<file path="src/rtl/hwsc_regs.svh">
`ifndef HWSC_REGS_SVH
`define HWSC_REGS_SVH

// Register byte offsets on the AHB-Lite slave
`define HWSC_OFS_CTRL     8'h00
`define HWSC_OFS_WINDOW   8'h04
`define HWSC_OFS_WDSTAT   8'h08
`define HWSC_OFS_IRQ_ST   8'h0c
`define HWSC_OFS_IRQ_MASK 8'h10

// Reset values
`define HWSC_RST_ADDR     8'h01
`define HWSC_RST_WIN      8'h00
`define HWSC_RST_TENTHS   8'h00

// Field positions
`define HWSC_ST_EN_BIT    7
`define HWSC_ST_TO_BIT    2
`define HWSC_WIN_OPEN_BIT 8
`define HWSC_WIN_ALLOW_BIT 9
`define HWSC_IRQ_WDTO     0
`define HWSC_IRQ_BAD      1
`define HWSC_IRQ_HOK      2
`define HWSC_IRQ_W        3

// Limits and frame sizes
`define HWSC_WIN_MAX      8'h3c
`define HWSC_BUF_LEN      6
`define HWSC_LEN_SHORT    3'h4
`define HWSC_LEN_STATUS   3'h6

// Timing: period and units in ns, counts derived from them
`define HWSC_CLK_NS       20
`define HWSC_SEC_NS       1000000000
`define HWSC_TENTH_NS     100000000
`define HWSC_SEC_CYC      (`HWSC_SEC_NS / `HWSC_CLK_NS)
`define HWSC_TENTH_CYC    (`HWSC_TENTH_NS / `HWSC_CLK_NS)

// Frame characters
`define HWSC_CH_TILDE     8'h7e
`define HWSC_CH_BANG      8'h21
`define HWSC_CH_QUES      8'h3f
`define HWSC_CH_CR        8'h0d
`define HWSC_CH_STAR      8'h2a
`define HWSC_CH_T         8'h54
`define HWSC_CH_0         8'h30
`define HWSC_CH_1         8'h31
`define HWSC_CH_3         8'h33

`endif

</file>
<file path="src/rtl/hwsc_pkg.sv">
package hwsc_pkg;
    // Receive framer states
    typedef enum logic [1:0] {
        HWSC_RX_IDLE,
        HWSC_RX_BODY,
        HWSC_RX_DROP
    } hwsc_rx_t;
    typedef logic [7:0] hwsc_byte_t;
endpackage

</file>
<file path="src/rtl/hwsc_tick.sv">
`timescale 1ns/100ps
`default_nettype none
module hwsc_tick
    import hwsc_pkg::*;
#(
    parameter int unsigned CYC = 50
) (
    // Clock and reset
    input  wire logic core_clk,
    input  wire logic rst,
    // Restart and tick
    input  wire logic restart,
    output logic      tick
);
    localparam int unsigned W = $clog2(CYC + 1);
    localparam logic [W-1:0] LAST = W'(CYC - 1);

    logic [W-1:0] cnt_r;
    logic [W-1:0] cnt_nxt;

    // Restart realigns the period so the first interval is whole
    assign tick    = (cnt_r == LAST) && !restart;
    assign cnt_nxt = (restart || tick) ? '0 : cnt_r + W'(1);

    always_ff @(posedge core_clk or posedge rst) begin
        if (rst) begin
            cnt_r <= '0;
        end else begin
            cnt_r <= cnt_nxt;
        end
    end
endmodule // hwsc_tick
`default_nettype wire

</file>
<file path="src/rtl/hwsc_nvstat.sv">
`timescale 1ns/100ps
`default_nettype none
`include "hwsc_regs.svh"
module hwsc_nvstat
    import hwsc_pkg::*;
(
    // Clock and storage reset (first programming only)
    input  wire logic       core_clk,
    input  wire logic       nv_rst,
    // Update strobes
    input  wire logic       cfg_we,
    input  wire logic       cfg_en,
    input  wire hwsc_byte_t cfg_tenths,
    input  wire logic       to_set,
    input  wire logic       to_clr,
    // Stored state
    output logic            wd_en_r,
    output logic            wd_to_r,
    output hwsc_byte_t      wd_tenths_r
);
    // Kept apart from the logic reset so it outlives a power cycle
    always_ff @(posedge core_clk or posedge nv_rst) begin
        if (nv_rst) begin
            wd_en_r     <= 1'b0;
            wd_to_r     <= 1'b0;
            wd_tenths_r <= `HWSC_RST_TENTHS;
        end else begin
            if (cfg_we) begin
                wd_en_r     <= cfg_en;
                wd_tenths_r <= cfg_tenths;
            end
            if (to_clr) begin
                wd_to_r <= 1'b0;
            end
            if (to_set) begin
                wd_to_r <= 1'b1;
                wd_en_r <= 1'b0;
            end
        end
    end
endmodule // hwsc_nvstat
`default_nettype wire

</file>
<file path="src/rtl/hwsc_top.sv">
// Design decisions made here: the address map and the AHB-Lite slave port.
`timescale 1ns/100ps
`default_nettype none
`include "hwsc_regs.svh"
// How it works
// - Bad syntax, receive error or foreign address gives no reply at all.
// - Address is two hex characters, 00 to FF; replies echo our address.
// - Set-window command answers '!' plus address, or '?' when rejected.
// - Set-window frame is tilde, address, T, two hex seconds digits.
// - Window timeout above sixty seconds is rejected and not stored.
// - Zero window keeps software-only settings changes refused.
// - Window timeout is zero after power-on reset.
// - Tilde-star-star host-alive is taken by all modules, never answered.
// - Command 0 replies '!', address and two hex status digits.
// - Status bit 7 shows watchdog enabled.
// - Status bit 2 shows a watchdog timeout occurred.
// - Status survives power cycles; only the clear command resets timeout.
// - Command 1 clears the timeout flag and replies '!' plus address.
// - Configure carries enable digit and two hex digits in tenths.
// - Watchdog timeout disables the watchdog until reconfigured.
module hwsc_top
    import hwsc_pkg::*;
#(
    parameter int unsigned SEC_CYC   = `HWSC_SEC_CYC,
    parameter int unsigned TENTH_CYC = `HWSC_TENTH_CYC
) (
    // Clock and resets
    input  wire logic        core_clk,
    input  wire logic        rst,
    input  wire logic        nv_rst,
    // AHB-Lite slave
    input  wire logic        hsel,
    input  wire logic [31:0] haddr,
    input  wire logic [1:0]  htrans,
    input  wire logic        hwrite,
    input  wire logic [2:0]  hsize,
    input  wire logic [31:0] hwdata,
    input  wire logic        hready,
    output logic [31:0]      hrdata,
    output logic             hreadyout,
    output logic             hresp,
    // Received characters
    input  wire hwsc_byte_t  rx_data,
    input  wire logic        rx_valid,
    input  wire logic        rx_err,
    output logic             rx_ready,
    // Reply characters
    output hwsc_byte_t       tx_data,
    output logic             tx_valid,
    input  wire logic        tx_ready,
    // Links to the rest of the module
    input  wire logic        init_strap_n,
    input  wire logic        cfg_unlock_evt,
    output logic             cfg_window_open,
    output logic             cfg_change_allowed,
    output logic             wd_timeout_evt,
    output logic             irq
);
    // Hex helpers: decode gives {valid, nibble}, encode gives upper case
    function automatic logic [4:0] hex_dec(input hwsc_byte_t c);
        logic [4:0] r;
        r = 5'h00;
        if (c >= 8'h30 && c <= 8'h39) r = {1'b1, 4'(c - 8'h30)};
        else if (c >= 8'h41 && c <= 8'h46) r = {1'b1, 4'(c - 8'h37)};
        else if (c >= 8'h61 && c <= 8'h66) r = {1'b1, 4'(c - 8'h57)};
        return r;
    endfunction
    function automatic hwsc_byte_t hex_chr(input logic [3:0] n);
        return (n < 4'ha) ? (8'h30 + {4'h0, n}) : (8'h37 + {4'h0, n});
    endfunction

    hwsc_rx_t   rx_st_r;
    hwsc_byte_t buf_r [`HWSC_BUF_LEN];
    logic [2:0] cnt_r;
    hwsc_byte_t mod_addr_r, win_to_r, win_cnt_r, wd_cnt_r;
    hwsc_byte_t rep_addr_r, rep_st_r, tx_data_r;
    logic [2:0] rep_len_r, rep_idx_r;
    logic       rep_bad_r, tx_valid_r, wd_evt_r;
    logic [`HWSC_IRQ_W-1:0] irq_st_r, irq_mask_r, irq_ev;
    logic       ap_we_r;
    logic [7:0] ap_ofs_r;
    logic [31:0] hrdata_r, rd_word;
    logic       wd_en, wd_to;
    hwsc_byte_t wd_tenths;
    logic       sec_tick, tenth_tick;

    // Receive framing: '~' opens, CR closes, overrun or error drops
    wire rx_take   = rx_valid && rx_ready;
    wire is_cr     = rx_data == `HWSC_CH_CR;
    wire frame_end = rx_take && !rx_err && is_cr && rx_st_r == HWSC_RX_BODY;

    always_ff @(posedge core_clk or posedge rst) begin
        if (rst) begin
            rx_st_r <= HWSC_RX_IDLE;
            cnt_r   <= 3'h0;
        end else if (rx_take) begin
            case (rx_st_r)
                HWSC_RX_IDLE: begin
                    cnt_r <= 3'h0;
                    if (!rx_err && rx_data == `HWSC_CH_TILDE) rx_st_r <= HWSC_RX_BODY;
                end
                HWSC_RX_BODY: begin
                    if (is_cr) rx_st_r <= HWSC_RX_IDLE;
                    else if (rx_err || cnt_r == 3'(`HWSC_BUF_LEN)) rx_st_r <= HWSC_RX_DROP;
                    else cnt_r <= cnt_r + 3'h1;
                end
                HWSC_RX_DROP: begin
                    if (is_cr) rx_st_r <= HWSC_RX_IDLE;
                end
                default: rx_st_r <= HWSC_RX_IDLE;
            endcase
        end
    end

    // Character store, written only in the body of a frame
    always_ff @(posedge core_clk) begin
        if (rx_take && rx_st_r == HWSC_RX_BODY && !is_cr && cnt_r < 3'(`HWSC_BUF_LEN)) begin
            buf_r[cnt_r] <= rx_data;
        end
    end

    wire [4:0] a_hi = hex_dec(buf_r[0]);
    wire [4:0] a_lo = hex_dec(buf_r[1]);
    wire [4:0] h3   = hex_dec(buf_r[3]);
    wire [4:0] h4   = hex_dec(buf_r[4]);
    wire [4:0] h5   = hex_dec(buf_r[5]);
    wire addr_ok    = a_hi[4] && a_lo[4] && {a_hi[3:0], a_lo[3:0]} == mod_addr_r;
    wire is_hok     = cnt_r == 3'h2 && buf_r[0] == `HWSC_CH_STAR && buf_r[1] == `HWSC_CH_STAR;
    wire is_setwin  = addr_ok && cnt_r == 3'h5 && buf_r[2] == `HWSC_CH_T && h3[4] && h4[4];
    wire [7:0] win_val = {h3[3:0], h4[3:0]};
    wire win_bad    = win_val > `HWSC_WIN_MAX;
    wire is_rdst    = addr_ok && cnt_r == 3'h3 && buf_r[2] == `HWSC_CH_0;
    wire is_clr     = addr_ok && cnt_r == 3'h3 && buf_r[2] == `HWSC_CH_1;
    wire e_ok       = buf_r[3] == `HWSC_CH_0 || buf_r[3] == `HWSC_CH_1;
    wire is_cfg     = addr_ok && cnt_r == 3'h6 && buf_r[2] == `HWSC_CH_3 && e_ok && h4[4] && h5[4];
    wire reply_go   = frame_end && (is_setwin || is_rdst || is_clr || is_cfg);
    wire setwin_ok  = frame_end && is_setwin && !win_bad;
    wire hok_go     = frame_end && is_hok;
    wire cfg_go     = frame_end && is_cfg;
    wire clr_go     = frame_end && is_clr;

    wire [7:0] wd_status = (8'(wd_en) << `HWSC_ST_EN_BIT) | (8'(wd_to) << `HWSC_ST_TO_BIT);

    // Reply sequencer: delimiter, address, optional status, CR
    wire busy    = rep_idx_r != rep_len_r;
    wire advance = busy && (!tx_valid_r || tx_ready);
    wire [2:0] last_idx = rep_len_r - 3'h1;
    wire hwsc_byte_t rep_chr =
        (rep_idx_r == 3'h0)     ? (rep_bad_r ? `HWSC_CH_QUES : `HWSC_CH_BANG) :
        (rep_idx_r == 3'h1)     ? hex_chr(rep_addr_r[7:4]) :
        (rep_idx_r == 3'h2)     ? hex_chr(rep_addr_r[3:0]) :
        (rep_idx_r == last_idx) ? `HWSC_CH_CR :
        (rep_idx_r == 3'h3)     ? hex_chr(rep_st_r[7:4]) : hex_chr(rep_st_r[3:0]);

    // No new frame until the previous reply has fully left
    assign rx_ready = !busy && !tx_valid_r;
    assign tx_data  = tx_data_r;
    assign tx_valid = tx_valid_r;

    // delimiter chosen at decode, status length
    always_ff @(posedge core_clk or posedge rst) begin
        if (rst) begin
            rep_len_r  <= 3'h0;
            rep_idx_r  <= 3'h0;
            rep_bad_r  <= 1'b0;
            rep_addr_r <= 8'h00;
            rep_st_r   <= 8'h00;
        end else if (reply_go) begin
            rep_len_r  <= is_rdst ? `HWSC_LEN_STATUS : `HWSC_LEN_SHORT;
            rep_idx_r  <= 3'h0;
            rep_bad_r  <= is_setwin && win_bad;
            rep_addr_r <= mod_addr_r;
            rep_st_r   <= wd_status;
        end else if (advance) begin
            rep_idx_r <= rep_idx_r + 3'h1;
        end
    end

    // Transmit holding register
    always_ff @(posedge core_clk or posedge rst) begin
        if (rst) begin
            tx_valid_r <= 1'b0;
            tx_data_r  <= 8'h00;
        end else if (advance) begin
            tx_valid_r <= 1'b1;
            tx_data_r  <= rep_chr;
        end else if (tx_ready) begin
            tx_valid_r <= 1'b0;
        end
    end

    // one-second base, realigned when the window opens
    hwsc_tick #(.CYC(SEC_CYC)) u_sec (
        .core_clk (core_clk),
        .rst      (rst),
        .restart  (cfg_unlock_evt),
        .tick     (sec_tick)
    );

    // zero after reset, unlock opens window
    always_ff @(posedge core_clk or posedge rst) begin
        if (rst) begin
            win_to_r  <= `HWSC_RST_WIN;
            win_cnt_r <= 8'h00;
        end else begin
            if (setwin_ok) win_to_r <= win_val;
            if (setwin_ok && win_val == 8'h00) win_cnt_r <= 8'h00;
            else if (cfg_unlock_evt) win_cnt_r <= win_to_r;
            else if (sec_tick && win_cnt_r != 8'h00) win_cnt_r <= win_cnt_r - 8'h01;
        end
    end

    // software-only change needs an open window
    assign cfg_window_open    = win_cnt_r != 8'h00;
    assign cfg_change_allowed = !init_strap_n || cfg_window_open;

    // host-alive or enabling configure restarts countdown
    wire wd_kick   = hok_go || (cfg_go && buf_r[3] == `HWSC_CH_1);
    wire wd_expire = wd_en && tenth_tick && wd_cnt_r == 8'h01 && !wd_kick;

    hwsc_tick #(.CYC(TENTH_CYC)) u_tenth (
        .core_clk (core_clk),
        .rst      (rst),
        .restart  (wd_kick),
        .tick     (tenth_tick)
    );

    always_ff @(posedge core_clk or posedge rst) begin
        if (rst) begin
            wd_cnt_r <= 8'h00;
            wd_evt_r <= 1'b0;
        end else begin
            wd_evt_r <= wd_expire;
            if (wd_kick) wd_cnt_r <= cfg_go ? {h4[3:0], h5[3:0]} : wd_tenths;
            else if (wd_en && tenth_tick && wd_cnt_r != 8'h00) wd_cnt_r <= wd_cnt_r - 8'h01;
        end
    end
    assign wd_timeout_evt = wd_evt_r;

    hwsc_nvstat u_nv (
        .core_clk    (core_clk),
        .nv_rst      (nv_rst),
        .cfg_we      (cfg_go),
        .cfg_en      (buf_r[3] == `HWSC_CH_1),
        .cfg_tenths  ({h4[3:0], h5[3:0]}),
        .to_set      (wd_expire),
        .to_clr      (clr_go),
        .wd_en_r     (wd_en),
        .wd_to_r     (wd_to),
        .wd_tenths_r (wd_tenths)
    );

    // AHB-Lite decode: zero wait states, always OKAY
    wire ahb_take = hsel && htrans[1] && hready;
    wire wr_ctrl  = ap_we_r && ap_ofs_r == `HWSC_OFS_CTRL;
    wire wr_irqst = ap_we_r && ap_ofs_r == `HWSC_OFS_IRQ_ST;
    wire wr_mask  = ap_we_r && ap_ofs_r == `HWSC_OFS_IRQ_MASK;
    wire [7:0] rd_ofs = haddr[7:0];
    assign rd_word =
        (rd_ofs == `HWSC_OFS_CTRL)     ? {24'h000000, mod_addr_r} :
        (rd_ofs == `HWSC_OFS_WINDOW)   ? {22'h000000, cfg_change_allowed, cfg_window_open, win_to_r} :
        (rd_ofs == `HWSC_OFS_WDSTAT)   ? {24'h000000, wd_status} :
        (rd_ofs == `HWSC_OFS_IRQ_ST)   ? {29'h00000000, irq_st_r} :
        (rd_ofs == `HWSC_OFS_IRQ_MASK) ? {29'h00000000, irq_mask_r} : 32'h00000000;
    assign hrdata    = hrdata_r;
    assign hreadyout = 1'b1;
    assign hresp     = 1'b0;

    // Address phase capture; read data staged for the data phase
    always_ff @(posedge core_clk or posedge rst) begin
        if (rst) begin
            ap_we_r  <= 1'b0;
            ap_ofs_r <= 8'h00;
            hrdata_r <= 32'h00000000;
        end else begin
            ap_we_r  <= ahb_take && hwrite;
            ap_ofs_r <= haddr[7:0];
            if (ahb_take && !hwrite) hrdata_r <= rd_word;
        end
    end

    // Event flags: a new event beats a same-cycle write-one clear
    assign irq_ev = {hok_go, reply_go && is_setwin && win_bad, wd_expire};
    always_ff @(posedge core_clk or posedge rst) begin
        if (rst) begin
            mod_addr_r <= `HWSC_RST_ADDR;
            irq_st_r   <= '0;
            irq_mask_r <= '0;
        end else begin
            if (wr_ctrl) mod_addr_r <= hwdata[7:0];
            if (wr_mask) irq_mask_r <= hwdata[`HWSC_IRQ_W-1:0];
            irq_st_r <= (irq_st_r & ~(wr_irqst ? hwdata[`HWSC_IRQ_W-1:0] : '0)) | irq_ev;
        end
    end
    assign irq = |(irq_st_r & irq_mask_r);

    AST_SILENT_FOREIGN:
    assert property (@(posedge core_clk) disable iff (rst) frame_end && !addr_ok && !is_hok |=> !busy)
    else $error("reply started for a foreign or malformed frame");
    AST_ECHO_ADDR:
    assert property (@(posedge core_clk) disable iff (rst) reply_go |=> rep_addr_r == $past(mod_addr_r))
    else $error("reply address differs from module address");
    AST_REJECT_DELIM:
    assert property (@(posedge core_clk) disable iff (rst)
        reply_go && is_setwin && win_bad |=> ##1 (tx_valid_r && tx_data_r == `HWSC_CH_QUES))
    else $error("rejected window command did not lead with question mark");
    AST_WIN_LIMIT:
    assert property (@(posedge core_clk) disable iff (rst) win_to_r <= `HWSC_WIN_MAX)
    else $error("window timeout above sixty seconds stored");
    AST_WIN_ZERO:
    assert property (@(posedge core_clk) disable iff (rst)
        cfg_unlock_evt && win_to_r == 8'h00 && !setwin_ok |=> !cfg_window_open)
    else $error("window opened with zero timeout");
    AST_WIN_CAUSE:
    assert property (@(posedge core_clk) disable iff (rst) win_to_r != $past(win_to_r) |-> $past(setwin_ok))
    else $error("window timeout changed without an accepted command");
    AST_HOK_QUIET:
    assert property (@(posedge core_clk) disable iff (rst) hok_go |=> !busy [*2])
    else $error("host-alive frame produced a reply");
    AST_STATUS_LEN:
    assert property (@(posedge core_clk) disable iff (rst)
        reply_go && is_rdst |=> rep_len_r == `HWSC_LEN_STATUS && rep_st_r == $past(wd_status))
    else $error("status reply malformed");
    AST_TO_DISABLE:
    assert property (@(posedge core_clk) disable iff (rst) wd_expire |=> !wd_en && wd_to && wd_timeout_evt)
    else $error("watchdog expiry did not set flag and disable");
    AST_WIN_CLOSE:
    assert property (@(posedge core_clk) disable iff (rst)
        sec_tick && win_cnt_r == 8'h01 && !cfg_unlock_evt && !setwin_ok |=> !cfg_window_open)
    else $error("window stayed open past its last second");
endmodule // hwsc_top
`default_nettype wire

</file>
<file path="config.mk">
export PLATFORM = sky130hd
export DESIGN_NAME = hwsc_top
export DESIGN_NICKNAME = d
export VERILOG_FILES = /design/src/rtl/hwsc_pkg.sv /design/src/rtl/hwsc_tick.sv /design/src/rtl/hwsc_nvstat.sv /design/src/rtl/hwsc_top.sv
export VERILOG_INCLUDE_DIRS = /design/src /design/src/rtl
export SDC_FILE = /design/constraint.sdc
export NUM_CORES = 1
export LEC_CHECK = 0
export BUFFER_PORTS_ARGS = -buffer_cell sky130_fd_sc_hd__buf_4
export CORE_AREA = 2 2 150 152
export DETAILED_ROUTE_END_ITERATION = 7
export DIE_AREA = 0 0 152 154
export GPL_TIMING_DRIVEN = 0
export PLACE_DENSITY = 0.68
export SETUP_SLACK_MARGIN = 0.1
export SKIP_LAST_GASP = 1
export SLEW_MARGIN = 40
export SYNTH_ARGS = -nofsm -noshare
export SYNTH_HDL_FRONTEND = slang
export SYNTH_HIERARCHICAL = 1
export SYNTH_SLANG_ARGS = --single-unit
</file>
<file path="constraint.sdc">
create_clock -name core_clk -period 4.7 [get_ports core_clk]
set_clock_uncertainty 0.2 [all_clocks]
set_input_delay 0.235 -clock core_clk [delete_from_list [all_inputs] [get_ports core_clk]]
set_output_delay 0.235 -clock core_clk [all_outputs]
set_load 0.05 [all_outputs]
</file>
==> run summary <==
Synth Flop Type -> dfrtp_1
Largest net degree at the start of global routing -> 51
Num CTS Buffers -> 17
NumNets Final -> 1290
Filler Cell Count -> 1869
Post-synthesis sequential area ratio -> 47.8%
Share of cells above drive strength 1 -> 16.7%
RSZ-0062 raised after global routing -> no
Clk_lat worst skew -> 0.43 ns
CTS root buffer -> clkbuf_16
Ant. Diodes -> 0
Fin cells -> 1462
Critical Path RT -> 4.81 ns
Setup TNS -> 0 ns
Routed WL -> 23.1 mm
CTS sink cnt -> 194
Gr ovfl total -> 0
Final Hold Fails -> 0
First-pass GRT wire length -> 38.9 mm
FF+latch count, synth -> 194
Residual DRC -> 0
Leakage -> 0.00519 uW
Fmax -> 231 MHz
Critical Path AT -> 4.43 ns
Critical path launch point type -> flip-flop
Buffers on Ports -> 58
Maximum VDD drop -> 0.000251 V
Placed Area -> 11600 sq um
HP Class -> input port to asynchronous set/reset pin
Ranking of synthesized cells by area -> dfrtp_1 34%, edfxtp_1 14%, ha_1 3.9%, nand2_1 3.2%, nor2_1 2.9%
EDFF count, synth -> 48
Reg clk slew, reported paths -> 0.07 ns
Cell count of the worst reg-to-reg path -> 15
Pins Over Slew Limit -> 0
Row count -> 54
I/O pin count -> 136
Tmin final -> 4.32 ns
GRT Overall Usage -> 20.3%
FFs w/ async S/R, synth -> 75.3%
Crit path capture type -> flip-flop
Worst setup path start -> buf_r[0][0]$_DFFE_PP_
Initial Utilization -> 49.2%
Final HPWL DP -> 16.7 mm
# Post-CTS Setup Buffers -> 0
Die area -> 23400 sq um
Design Area, Final -> 12500 sq um
Final setup vio count -> 0
CTS tree -> yes
Most frequent cell after synthesis -> dfrtp_1
Synth top area share -> 34.0%
Kind of critical path -> flip-flop to flip-flop
Top cells by count, synth -> 145 x dfrtp_1, 91 x nand2_1, 81 x nor2_1
Cell variety after synth -> 89
Clock Path Buffers -> 2
Placed cells -> 1397
R2r setup slk -> 0.38 ns
Total number of vias -> 8121
Slew @ Worst Pin -> 0.835 ns
Final core occ -> 57.8%
Final ANT Viol Nets -> 0
Core Box Area -> 21700 sq um
Synth Instances -> 1035
Initial antenna violation count -> 0
Power Density -> 272 nW/um^2
Crit share post-route -> 92.0%
Worst R2R Start -> buf_r[0][0]$_DFFE_PP_
Mapped cell area -> 10700 sq um
Max cap viols -> 0
Vias in the first global route -> 7691
Gpl congestion -> 0.859
DIE HEIGHT -> 154 um
Syn_area_per_cell -> 10.3 sq um
Status -> complete, no violations
Top cell type by total area after synthesis -> dfrtp_1
Crit-path max FO -> 9
Initial DRC Count -> 528
Slew HR -> 44.2%
Yosys warns -> 6
Width of the die -> 152 um
Area growth syn-to-layout -> 17.6%
Routed WL per cell -> 15.8 um
DR pass1 iterations -> 5
Post-DR vias/cell -> 5.55
Reg2reg end -> wd_cnt_r[4]$_DFFE_PP0P_
H-tree levels -> 4
## metrics by stage
stage	total power, uW	hold WS [ns]	worst slack [ns]
3_5_place_dp	2000	0.0897	0.156
3_3_place_gp	1990	0.0749	0.201
6_report	3410	0.184	0.375
2_1_floorplan	1930	-0.125	0.806
4_1_cts	3430	0.188	0.136
5_1_grt	3540	0.216	0.108
## critical path, stage by stage, from the launching register on
cell and delay [ns]:
edfxtp_1 0.48, inv_1 0.16, ha_1 0.25, and2_1 0.14, a22o_1 0.20, or3_1 0.40
a2111oi_4 0.45, o2111ai_4 0.27, o41a_1 0.52, inv_1 0.10, nor2_1 0.07, nand3_2 0.15
nand2_1 0.12, a21oi_2 0.25, nor4_1 0.08, or3_1 0.37
## metal layers
metal	vias up	share of wire (%)	track usage, %
met4	0	1.2	4.76
met1	3888	49	29.7
met2	195	45	31.7
met5	-	0	0
li1	4016	-	-
met3	22	4.4	3.41
## worst max path at each step
stage | end | slack [ns] | cells after the start
2_1_floorplan | wd_cnt_r[4]$_DFFE_PP0P_ | 0.81 | 15
3_3_place_gp | wd_cnt_r[4]$_DFFE_PP0P_ | 0.20 | 15
3_5_place_dp | wd_cnt_r[4]$_DFFE_PP0P_ | 0.16 | 15
4_1_cts | wd_cnt_r[4]$_DFFE_PP0P_ | 0.14 | 15
5_1_grt | wd_cnt_r[4]$_DFFE_PP0P_ | 0.11 | 15
6_report | wd_cnt_r[4]$_DFFE_PP0P_ | 0.38 | 15
## what timing repair did
action | CTS | global route
hold buffers | 33 | 0
resized for setup | 0 | 4
hold endpoints to repair | 174 | 0
setup endpoints to repair | 0 | 3
## area by class of cell
type                    count  area (sq um)  share of cell area (%)
well taps                 280           350                    2.79
inverters                  53           204                    1.63
plain buffers              54           330                    2.63
flip-flops and latches    194          5100                    40.6
repair buffers             92           793                    6.33
clock inverters            14           146                    1.17
multi-input cells         757          5190                    41.4
clock buffers              18           429                    3.42
## cells in the final DEF (no fill, tap or decap), types with 7 or more instances in the layout
| master | netlist | final |
|---|---|---|
| dfrtp_1 | 145 | 145 |
| nand2_1 | 91 | 91 |
| buf_4 | 26 | 84 |
| nor2_1 | 81 | 81 |
| a21oi_1 | 57 | 56 |
| inv_1 | 53 | 50 |
| o21ai_0 | 50 | 50 |
| edfxtp_1 | 48 | 48 |
| ha_1 | 33 | 33 |
| dlygate4sd3_1 | 0 | 33 |
| nand3_1 | 30 | 29 |
| xnor2_1 | 27 | 27 |
| conb_1 | 2 | 25 |
| or3_1 | 23 | 23 |
| nand4_1 | 20 | 20 |
| clkbuf_1 | 18 | 19 |
| nor3_1 | 21 | 19 |
| mux2i_1 | 18 | 18 |
| or4_1 | 18 | 18 |
| mux2_2 | 17 | 17 |
| mux2_4 | 17 | 17 |
| clkbuf_16 | 0 | 17 |
| nor4_1 | 19 | 15 |
| o31ai_1 | 14 | 14 |
| xor2_1 | 13 | 13 |
| nand2b_1 | 13 | 13 |
| nor3b_1 | 12 | 12 |
| nor2b_1 | 9 | 9 |
| and2_1 | 9 | 9 |
| a31oi_1 | 7 | 7 |
| inv_6 | 0 | 7 |
## power breakdown
group | total [uW] | leakage [uW] | switching (uW) | internal, uW
Clock | 1420 | 0.000270 | 671 | 749
Combinational | 220 | 0.00253 | 137 | 83.2
Sequential | 1770 | 0.00239 | 20.9 | 1740
## flip-flops by register name, indices dropped and copies added, names as in the netlist, 2 cells and up
signal            cells
u_tenth/cnt_r        23
rx_st_r               2
rep_addr_r            8
cnt_r                 3
irq_mask_r            3
rep_idx_r             3
buf_r                48
irq_st_r              3
wd_cnt_r              8
u_sec/cnt_r          26
tx_data               7
rep_st_r              2
win_cnt_r             8
u_nv/wd_tenths_r      8
mod_addr_r            8
ap_ofs_r              8
rep_len_r             2
hrdata               10
win_to_r              8
## logic make-up (layout without fill, tap and decap cells)
kind of cell	after synthesis	in the layout	synth area share, %
DFF	194	194	47.8
muxes	58	58	6.51
other	2	25	0.0704
and+or+nand+nor	397	397	20.7
AOI/OAI and AO/OA	204	204	12.8
xor gates and xnor gates	40	40	3.29
adders and majority gates	33	33	3.87
buffers and inverters	107	231	4.96
No activity file was read; power rests on OpenSTA's default activity.
